==> src/hdl/sabx_consts.vh <==
`ifndef SABX_CONSTS_VH
`define SABX_CONSTS_VH
// instruction fields
`define SABX_OP_HI 31
`define SABX_OP_LO 26
`define SABX_SRC_HI 25
`define SABX_SRC_LO 21
`define SABX_SEC_HI 20
`define SABX_SEC_LO 16
`define SABX_DST_HI 15
`define SABX_DST_LO 11
`define SABX_FN_HI 5
`define SABX_FN_LO 0
`define SABX_IMM_HI 15
`define SABX_IMM_LO 0
// primary opcodes
`define SABX_OP_SPECIAL 6'h00
`define SABX_OP_RI_CLASS 6'h01
`define SABX_OP_BEQ 6'h04
`define SABX_OP_BLEZ 6'h06
`define SABX_OP_BGTZ 6'h07
`define SABX_OP_ADDI 6'h08
`define SABX_OP_ADDIU 6'h09
`define SABX_OP_ANDI 6'h0C
// function codes
`define SABX_FN_ADD 6'h20
`define SABX_FN_ADDU 6'h21
`define SABX_FN_AND 6'h24
// register-immediate class second-field codes
`define SABX_RI_BGEZ 5'h01
`define SABX_RI_BGEZAL 5'h11
`define SABX_RI_ZERO 5'h00
// misc
`define SABX_LINK_REG 5'h1F
`define SABX_LINK_OFS 12'h008
`define SABX_SLOT_OFS 12'h004
`define SABX_PC_RESET 12'h000
`define SABX_PC_W 12
`endif

==> src/hdl/sabx_regfile.v <==
`default_nettype none
`include "sabx_consts.vh"
// 32 x 32 general registers, entry zero hard-wired to zero
module sabx_regfile (
   // clock and reset
   input wire clock,
   input wire reset_n,
   // read ports
   input wire [4:0] rd_a_addr,
   output wire [31:0] rd_a_data,
   input wire [4:0] rd_b_addr,
   output wire [31:0] rd_b_data,
   // write port
   input wire wr_en,
   input wire [4:0] wr_addr,
   input wire [31:0] wr_data
);
   reg [31:0] mem_q [0:31];
   integer i;

   assign rd_a_data = (rd_a_addr == 5'h00) ? 32'h00000000 :
                      mem_q[rd_a_addr]; // [RL13]
   assign rd_b_data = (rd_b_addr == 5'h00) ? 32'h00000000 :
                      mem_q[rd_b_addr]; // [RL13]

   always @(posedge clock)
   begin
      if (!reset_n)
      begin
         for (i = 0; i < 32; i = i + 1)
            mem_q[i] <= 32'h00000000;
      end
      else if (wr_en && (wr_addr != 5'h00)) // [RL13]
      begin
         mem_q[wr_addr] <= wr_data;
      end
   end
endmodule // sabx_regfile
`default_nettype wire

==> src/hdl/sabx_target.v <==
`default_nettype none
`include "sabx_consts.vh"
// branch target: delay-slot address plus scaled offset, 12-bit wrap
module sabx_target (
   // inputs
   input wire [11:0] pc,
   input wire [15:0] offset,
   // output
   output wire [11:0] target
);
   wire [11:0] scaled;
   wire [11:0] slot;

   // only the low ten offset bits reach a 12-bit counter
   assign scaled = {offset[9:0], 2'b00};
   assign slot = pc + `SABX_SLOT_OFS;
   assign target = slot + scaled; // [RL5]
endmodule // sabx_target
`default_nettype wire

==> src/hdl/sabx_core.v <==
`default_nettype none
`include "sabx_consts.vh"
// Overview of operation
// RL1 - add and addu write wrapped sum, no trap
// RL2 - immediate adds sign-extend, write second field
// RL3 - register and writes bitwise conjunction
// RL4 - immediate and zero-extends, upper half zero
// RL5 - target is slot address plus offset*4
// RL6 - condition now, pc changes after delay slot
// RL7 - equal branch taken on identical registers
// RL8 - non-negative branch taken when sign clear
// RL9 - linking branch always writes pc+8 link
// RL10 - software must not test link register
// RL11 - positive branch needs sign clear, nonzero
// RL12 - non-positive branch: sign set or zero
// RL13 - register zero reads zero, never written
// RL14 - fixed instruction field positions
module sabx_core (
   // clock and reset
   input wire clock,
   input wire reset_n,
   // instruction issue
   input wire instr_valid,
   input wire [31:0] instr,
   // debug read of a general register
   input wire [4:0] dbg_addr,
   // program counter and status
   output reg [11:0] pc_q,
   output reg [31:0] dbg_data_q,
   output reg taken_q,
   output reg wr_en_q,
   output reg [4:0] wr_addr_q,
   output reg [31:0] wr_data_q,
   output reg illegal_q
);
   // decoded fields
   wire [5:0] opcode;
   wire [4:0] source_reg_field;
   wire [4:0] second_reg_field;
   wire [4:0] dest_field;
   wire [5:0] func_code;
   wire [15:0] imm;
   assign opcode = instr[`SABX_OP_HI:`SABX_OP_LO]; // [RL14]
   assign source_reg_field = instr[`SABX_SRC_HI:`SABX_SRC_LO]; // [RL14]
   assign second_reg_field = instr[`SABX_SEC_HI:`SABX_SEC_LO]; // [RL14]
   assign dest_field = instr[`SABX_DST_HI:`SABX_DST_LO]; // [RL14]
   assign func_code = instr[`SABX_FN_HI:`SABX_FN_LO]; // [RL14]
   assign imm = instr[`SABX_IMM_HI:`SABX_IMM_LO]; // [RL14]

   // general register reads; port a shared with debug when idle
   wire [31:0] src_val;
   wire [31:0] sec_val;
   wire [31:0] dbg_val;
   wire [4:0] rd_b_addr;
   reg wr_en_d;
   reg [4:0] wr_addr_d;
   reg [31:0] wr_data_d;

   // a: source, b: second field; debug shares port a via mux
   assign rd_b_addr = second_reg_field;

   sabx_regfile u_regs (
      .clock(clock),
      .reset_n(reset_n),
      .rd_a_addr(instr_valid ? source_reg_field : dbg_addr),
      .rd_a_data(src_val),
      .rd_b_addr(rd_b_addr),
      .rd_b_data(sec_val),
      .wr_en(wr_en_d),
      .wr_addr(wr_addr_d),
      .wr_data(wr_data_d)
   );
   assign dbg_val = src_val;

   // branch target
   wire [11:0] target;
   sabx_target u_tgt (
      .pc(pc_q),
      .offset(imm),
      .target(target)
   );

   // sign-extended and zero-extended immediates
   wire [31:0] imm_sext;
   wire [31:0] imm_zext;
   assign imm_sext = {{16{imm[15]}}, imm}; // [RL2]
   assign imm_zext = {16'h0000, imm}; // [RL4]

   // sign and zero tests of the source register
   wire src_neg;
   wire src_zero;
   assign src_neg = src_val[31];
   assign src_zero = (src_val == 32'h00000000);

   // decode and execute
   reg cond_d;
   reg is_branch_d;
   reg illegal_d;
   wire [11:0] link_pc;
   assign link_pc = pc_q + `SABX_LINK_OFS;

   always @*
   begin
      wr_en_d = 1'b0;
      wr_addr_d = 5'h00;
      wr_data_d = 32'h00000000;
      cond_d = 1'b0;
      is_branch_d = 1'b0;
      illegal_d = 1'b0;
      if (instr_valid)
      begin
         case (opcode)
            `SABX_OP_SPECIAL:
            begin
               case (func_code)
                  `SABX_FN_ADD, `SABX_FN_ADDU:
                  begin
                     wr_en_d = 1'b1;
                     wr_addr_d = dest_field;
                     wr_data_d = src_val + sec_val; // [RL1]
                  end
                  `SABX_FN_AND:
                  begin
                     wr_en_d = 1'b1;
                     wr_addr_d = dest_field;
                     wr_data_d = src_val & sec_val; // [RL3]
                  end
                  default:
                     illegal_d = 1'b1;
               endcase
            end
            `SABX_OP_ADDI, `SABX_OP_ADDIU:
            begin
               wr_en_d = 1'b1;
               wr_addr_d = second_reg_field;
               wr_data_d = src_val + imm_sext; // [RL2]
            end
            `SABX_OP_ANDI:
            begin
               wr_en_d = 1'b1;
               wr_addr_d = second_reg_field;
               wr_data_d = src_val & imm_zext; // [RL4]
            end
            `SABX_OP_BEQ:
            begin
               is_branch_d = 1'b1;
               cond_d = (src_val == sec_val); // [RL7]
            end
            `SABX_OP_BGTZ:
            begin
               is_branch_d = 1'b1;
               cond_d = !src_neg && !src_zero; // [RL11]
            end
            `SABX_OP_BLEZ:
            begin
               is_branch_d = 1'b1;
               cond_d = src_neg || src_zero; // [RL12]
            end
            `SABX_OP_RI_CLASS:
            begin
               case (second_reg_field)
                  `SABX_RI_BGEZ:
                  begin
                     is_branch_d = 1'b1;
                     cond_d = !src_neg; // [RL8]
                  end
                  `SABX_RI_BGEZAL:
                  begin
                     // link written regardless of outcome
                     is_branch_d = 1'b1;
                     cond_d = !src_neg; // [RL9]
                     wr_en_d = 1'b1; // [RL9]
                     wr_addr_d = `SABX_LINK_REG;
                     wr_data_d = {20'h00000, link_pc}; // [RL9]
                  end
                  default:
                     illegal_d = 1'b1;
               endcase
            end
            default:
               illegal_d = 1'b1;
         endcase
      end
   end

   // pending redirect for the instruction after the branch
   reg redir_q;
   reg [11:0] redir_pc_q;

   always @(posedge clock)
   begin
      if (!reset_n)
      begin
         pc_q <= `SABX_PC_RESET;
         redir_q <= 1'b0;
         redir_pc_q <= `SABX_PC_RESET;
         taken_q <= 1'b0;
         wr_en_q <= 1'b0;
         wr_addr_q <= 5'h00;
         wr_data_q <= 32'h00000000;
         illegal_q <= 1'b0;
         dbg_data_q <= 32'h00000000;
      end
      else
      begin
         dbg_data_q <= dbg_val;
         taken_q <= 1'b0;
         wr_en_q <= wr_en_d && (wr_addr_d != 5'h00); // [RL13]
         wr_addr_q <= wr_addr_d;
         wr_data_q <= wr_data_d;
         illegal_q <= illegal_d;
         if (instr_valid)
         begin
            // delay slot: pc moves after the following instruction
            if (redir_q)
            begin
               pc_q <= redir_pc_q; // [RL6]
               redir_q <= 1'b0;
            end
            else
               pc_q <= pc_q + `SABX_SLOT_OFS;
            if (is_branch_d && cond_d)
            begin
               redir_q <= 1'b1; // [RL6]
               redir_pc_q <= target; // [RL5]
               taken_q <= 1'b1;
            end
         end
      end
   end
endmodule // sabx_core
`default_nettype wire

==> config.mk <==
export PLATFORM = sky130hd
export DESIGN_NAME = sabx_core
export DESIGN_NICKNAME = d
export VERILOG_FILES = /design/src/hdl/sabx_regfile.v /design/src/hdl/sabx_target.v /design/src/hdl/sabx_core.v
export VERILOG_INCLUDE_DIRS = /design/src /design/src/hdl
export SDC_FILE = /design/constraint.sdc
export NUM_CORES = 2
export LEC_CHECK = 0
export BUFFER_PORTS_ARGS = -buffer_cell sky130_fd_sc_hd__clkbuf_2
export CELL_PAD_IN_SITES_DETAIL_PLACEMENT = 0
export CELL_PAD_IN_SITES_GLOBAL_PLACEMENT = 1
export CORE_UTILIZATION = 48
export CTS_CLUSTER_DIAMETER = 60
export DETAILED_ROUTE_END_ITERATION = 8
export PLACE_DENSITY = 0.76
export SKIP_CTS_REPAIR_TIMING = 1
export SLEW_MARGIN = 20
export SYNTH_ARGS = -nofsm -noshare
export SYNTH_HDL_FRONTEND = slang
export SYNTH_HIERARCHICAL = 1
export SYNTH_SLANG_ARGS = --single-unit
==> constraint.sdc <==
create_clock -name clock -period 7.5 [get_ports clock]
set_input_delay 2.25 -clock clock [delete_from_list [all_inputs] [get_ports clock]]
set_output_delay 2.25 -clock clock [all_outputs]
set_load 0.02 [all_outputs]
# After elaboration in Yosys (flattened, before gate mapping)
# Memories as Yosys holds them, arrays and structs flattened.
# Index checks and enable logic that the tools add are counted.
# totals
regBits	97
ramBits	1024
output_inout_bits	84
elab_cells	84
memories	1
# classes
addsub	5
n_eq_ne	13
mux	33
bitwise_logic	2
n_reduce_logical	21
# memory_table
name	words	word_bits	rd	rd_clocked_by_memory_dff	wr	line	rtl
u_regs.mem_q	32	32	2	0	32	sabx_regfile.v:18	reg [31:0] mem_q [0:31];
# ops
cell	n
$mux 32	4
$pmux 32 s4	1
$add 32x32->32	2
$pmux 32 s2	1
$and 32x16->32	1
$and 32x32->32	1
$eq 32x32->1	1
$logic_not 32->1	1
$reduce_or 32->1	1
$mux 5	5
$mux 12	2
$eq 6x3->1 const B	3
$eq 6x4->1 const B	3
$eq 6x6->1 const B	3
$mux 1	15
$pmux 5 s3	1
$add 12x12->12	1
$add 12x3->12 const B	1
$add 12x4->12 const B	1
$logic_not 5->1	2
$reduce_or 3->1	3
$eq 6x1->1 const B	1
$logic_not 6->1	1
$pmux 1 s3	2
11 further kinds	17

# Longest topological paths before layout
# logic_depth
word_depth	12
ltp_mapped	24
depth_no_buf	18

# By module
# The synthesis kept the hierarchy.
# by_module_without_submodules
module	n_inst	cells_each	area_per_inst_um2
sabx_regfile	1	3507	54229.5
sabx_core	1	991	7768.7
sabx_target	1	57	495.5

# Worst setup path before layout
# Ideal clock, no wire load.
# synth_timing
path_kind	input -> register
startpoint	in instr[1]
endpoint	mem u_regs.mem_q[16][0] (enable)
t_arrival_ns	6.864
required_time_ns	7.034
slack_ns	0.170
stages	9
path_buffers	1
cell_sequence	or4b_1 nor3b_1 nor2_1 nor2_2 nand2_1 a21oi_1 or3b_2 clkbuf_1 o21ai_0
# synth_rtl
item	line	rtl
from (decl)	sabx_core.v:24	input wire [31:0] instr,
to (decl)	sabx_regfile.v:18	

==> run metrics <==
DIE HEIGHT 363 um; overall routing resource usage about a third; Max-cap violations 0; Final Hold Violating Endpoints 0; setup repair after global routing missed its margin false; ports placed on the boundary 124; cell types occupying the most area after synthesis edfxtp_1, mux4_2, and2_1; Slew Viols, Final 0; routing layer with the top usage in global route met2; share of cells above drive strength 1 31.4%; cells on worst reg2reg path 19; number of global-route vias before repair 43901; total power divided by cell area 222 nW/um2; number of cells in the finished layout apart from fillers 6934; P&R area growth vs syn 19.1%; distinct cell type count of the synthesized netlist 91; required time worst endpoint approximately 8.0 ns; largest clock skew in the final design 0.0357 ns; GR Layer Usage met3 6.90%; crit path kind primary input to flip-flop; crit path launch type primary input; DRC violations left 0; commonest non-fill, non-tap cell in the layout and2_1; via total after detailed routing 44126; Period Utilization, post-route 98.8%; number of setup violations in the final report 0; H-tree levels 3; DRT antenna net count 0; number of core rows 132; depth of the worst hold-timing path 2; remaining global-route overflow 0; number of sinks on the clock net 1121; Starting Density 48.3%; worst skew pair latency approximately 0.76 ns; HPWL after detailed placement 148000 um; count of routing violations after the opening detailed-route iteration between 5000 and 6000; Final GP Congestion 0.939; Worst Path Max Fanout 31; number of buffers created by CTS ~120; endpoint arrival time on the critical path 7.92 ns; transition time of the tightest slew-check pin 1.14 ns; commonest non-fill, non-tap cells in the layout and2_1, edfxtp_1, buf_4, mux4_2, mux2i_1; met2 GRT Util 54.4%; per-cell routed wire length 31.2 um; area of the placeable core ~130000 um2; fin util 57.5%; EDFF count, synth a little over 1000; sequential share of the synthesized area 52.3%; largest voltage drop on the vdd net 0.000223 V; Async S/R FF share, synth 0%; Post-Syn Area per Cell approximately 14 um2; clock root buffer master clkbuf_16; worst hold path type flip-flop to flip-flop; number of placed cells counting well taps 6707; die outline area roughly 130000 um2; worst max-slew margin expressed relative to the limit 24.1%; count of synthesis-stage warnings from yosys 6; clock-pin transition on the worst setup and hold timing paths 0.06 ns; clock tree buffer depth 3; pin count of the biggest net entering global routing 45; TritonCTS clock tree done; area fraction of the dominant cell type after synthesis 49.2%; drt total wl 216000 um; antenna violations before repair 6; DRT Pass-1 Iters 5; met1 Track Usage GR between 40% and 50%; horizontal die dimension around 360 um; # nets final 5213; post-layout minimum cycle time 7.41 ns; run status completed; number of input and output port buffers inserted 123; Netlist Area Pre-Place around 62000 um2; number of vias per cell 6.36; instance count of the mapped netlist 4555; Static Leakage 0.0276 uW; Yosys top cell by area edfxtp_1; Fmax 0.135 GHz; commonest register cell after synthesis edfxtp_1; kind of end point of the critical path flip-flop; wire length of the first global-routing pass 308000 um; register bit count reported by yosys 1121
[per-layer routing]
metal	up-vias	wire, um
met3	507	22500
met4	0	9720
met5	-	0
met1	22531	79700
met2	2508	105000
li1	18580	-
[where the power goes]
part / internal [uW] / switching (uW) / total [uW] / leakage [uW]
Sequential: 7060 / 134 / 7190 / 0.0111
Combinational: 1590 / 1820 / 3410 / 0.0147
Clock: 3350 / 2540 / 5900 / 0.00189
Total: 12000 / 4490 / 16500 / 0.0276
[worst max-delay path: stages]
cell and delay (ns):
buf_2 0.29, buf_4 0.19, mux2_8 0.43, buf_12 0.17, mux4_2 0.24, mux4_2 0.32
o22ai_1 0.11, buf_4 0.16, nor3_1 0.60, ha_1 0.40, o21ai_0 0.27, a211oi_1 0.09
buf_4 0.15, o21ai_1 0.39, a21o_1 0.26, a21oi_1 0.09, buf_4 0.15, or2_2 0.28
xor2_1 0.14, a221oi_1 0.28, buf_4 0.19, nor2_1 0.07, buf_12 0.21, and2_1 0.15
[cells in the mapped netlist, types with 15 or more instances]
cell	count
mux2i_1	170
buf_2	42
nor2_1	168
nand4_1	15
xnor2_1	42
o21ai_0	78
clkbuf_1	303
buf_4	48
ha_1	82
a221oi_1	23
buf_6	24
and2_1	1040
nor4_1	24
a2111oi_1	31
xor2_1	21
edfxtp_1	1024
nor3_1	78
nand2_1	86
a21oi_1	98
nor2b_1	25
buf_1	22
dfxtp_1	97
a22o_1	61
o22ai_1	107
a22oi_1	27
nand3_1	25
mux4_2	472
a2111oi_0	24
inv_1	24
a211oi_1	18
a21o_1	41
mux2_2	36
[logic make-up after synthesis]
logic type,Yosys count,share of synthesized area [%]
simple gates,1530,14.2
buf+inv,466,3.47
mux,678,20.4
compound gates,611,6.99
fa+ha+maj,85,1.74
flops,1121,52.3
other cells,1,0.00600
xor+xnor,63,0.883
[per-stage QoR]
| stage | cell area, um2 | setup WS [ns] | setup TNS (ns) | hold slack, ns | total power, uW |
|---|---|---|---|---|---|
| floorplan | 62600 | 0.170 | 0 | 0.431 | 9130 |
| global placement | 70400 | -0.811 | -304.59 | 0.439 | 10600 |
| detailed placement | 70400 | -0.869 | -312.89 | 0.445 | 10600 |
| CTS | 74300 | -0.127 | -3.24 | 0.459 | 16500 |
| global route | 74400 | 0.00116 | 0 | 0.494 | 17000 |
| finish | 74400 | 0.0921 | 0 | 0.457 | 16500 |
[state kept, by name (all words and copies together) (netlist names)]
| register | cells |
|---|---|
| taken_q | 1 |
| dbg_data_q | 32 |
| wr_data_q | 32 |
| pc_q | 12 |
| wr_addr_q | 5 |
| redir_q | 1 |
| u_regs/mem_q | 1024 |
| redir_pc_q | 12 |
| wr_en_q | 1 |
| illegal_q | 1 |
[path summary, 6_finish.rpt]
| path | start | to | slack (ns) |
|---|---|---|---|
| max reg2reg | u_regs/mem_q[27][0]$_SDFFCE_PN0P_ | u_regs/mem_q[24][30]$_SDFFCE_PN0P_ | 2.03 |
| min reg2reg | redir_pc_q[0]$_SDFFE_PN0P_ | pc_q[0]$_SDFFE_PN0P_ | 0.46 |
| min | redir_pc_q[0]$_SDFFE_PN0P_ | pc_q[0]$_SDFFE_PN0P_ | 0.46 |
| max | instr_valid | u_regs/mem_q[18][24]$_SDFFCE_PN0P_ | 0.09 |
[area by class of cell]
type                    count  area [um2]
fillers                 10230       54900
flip-flops and latches   1121       32700
multi-input cells        3000       28500
repair buffers            822        7120
clock buffers             153        3230
well taps                1742        2180
clock inverters            70         639
inverters                  24        90.1
diodes                      2        5.00
(Power assumes the default switching activity.)
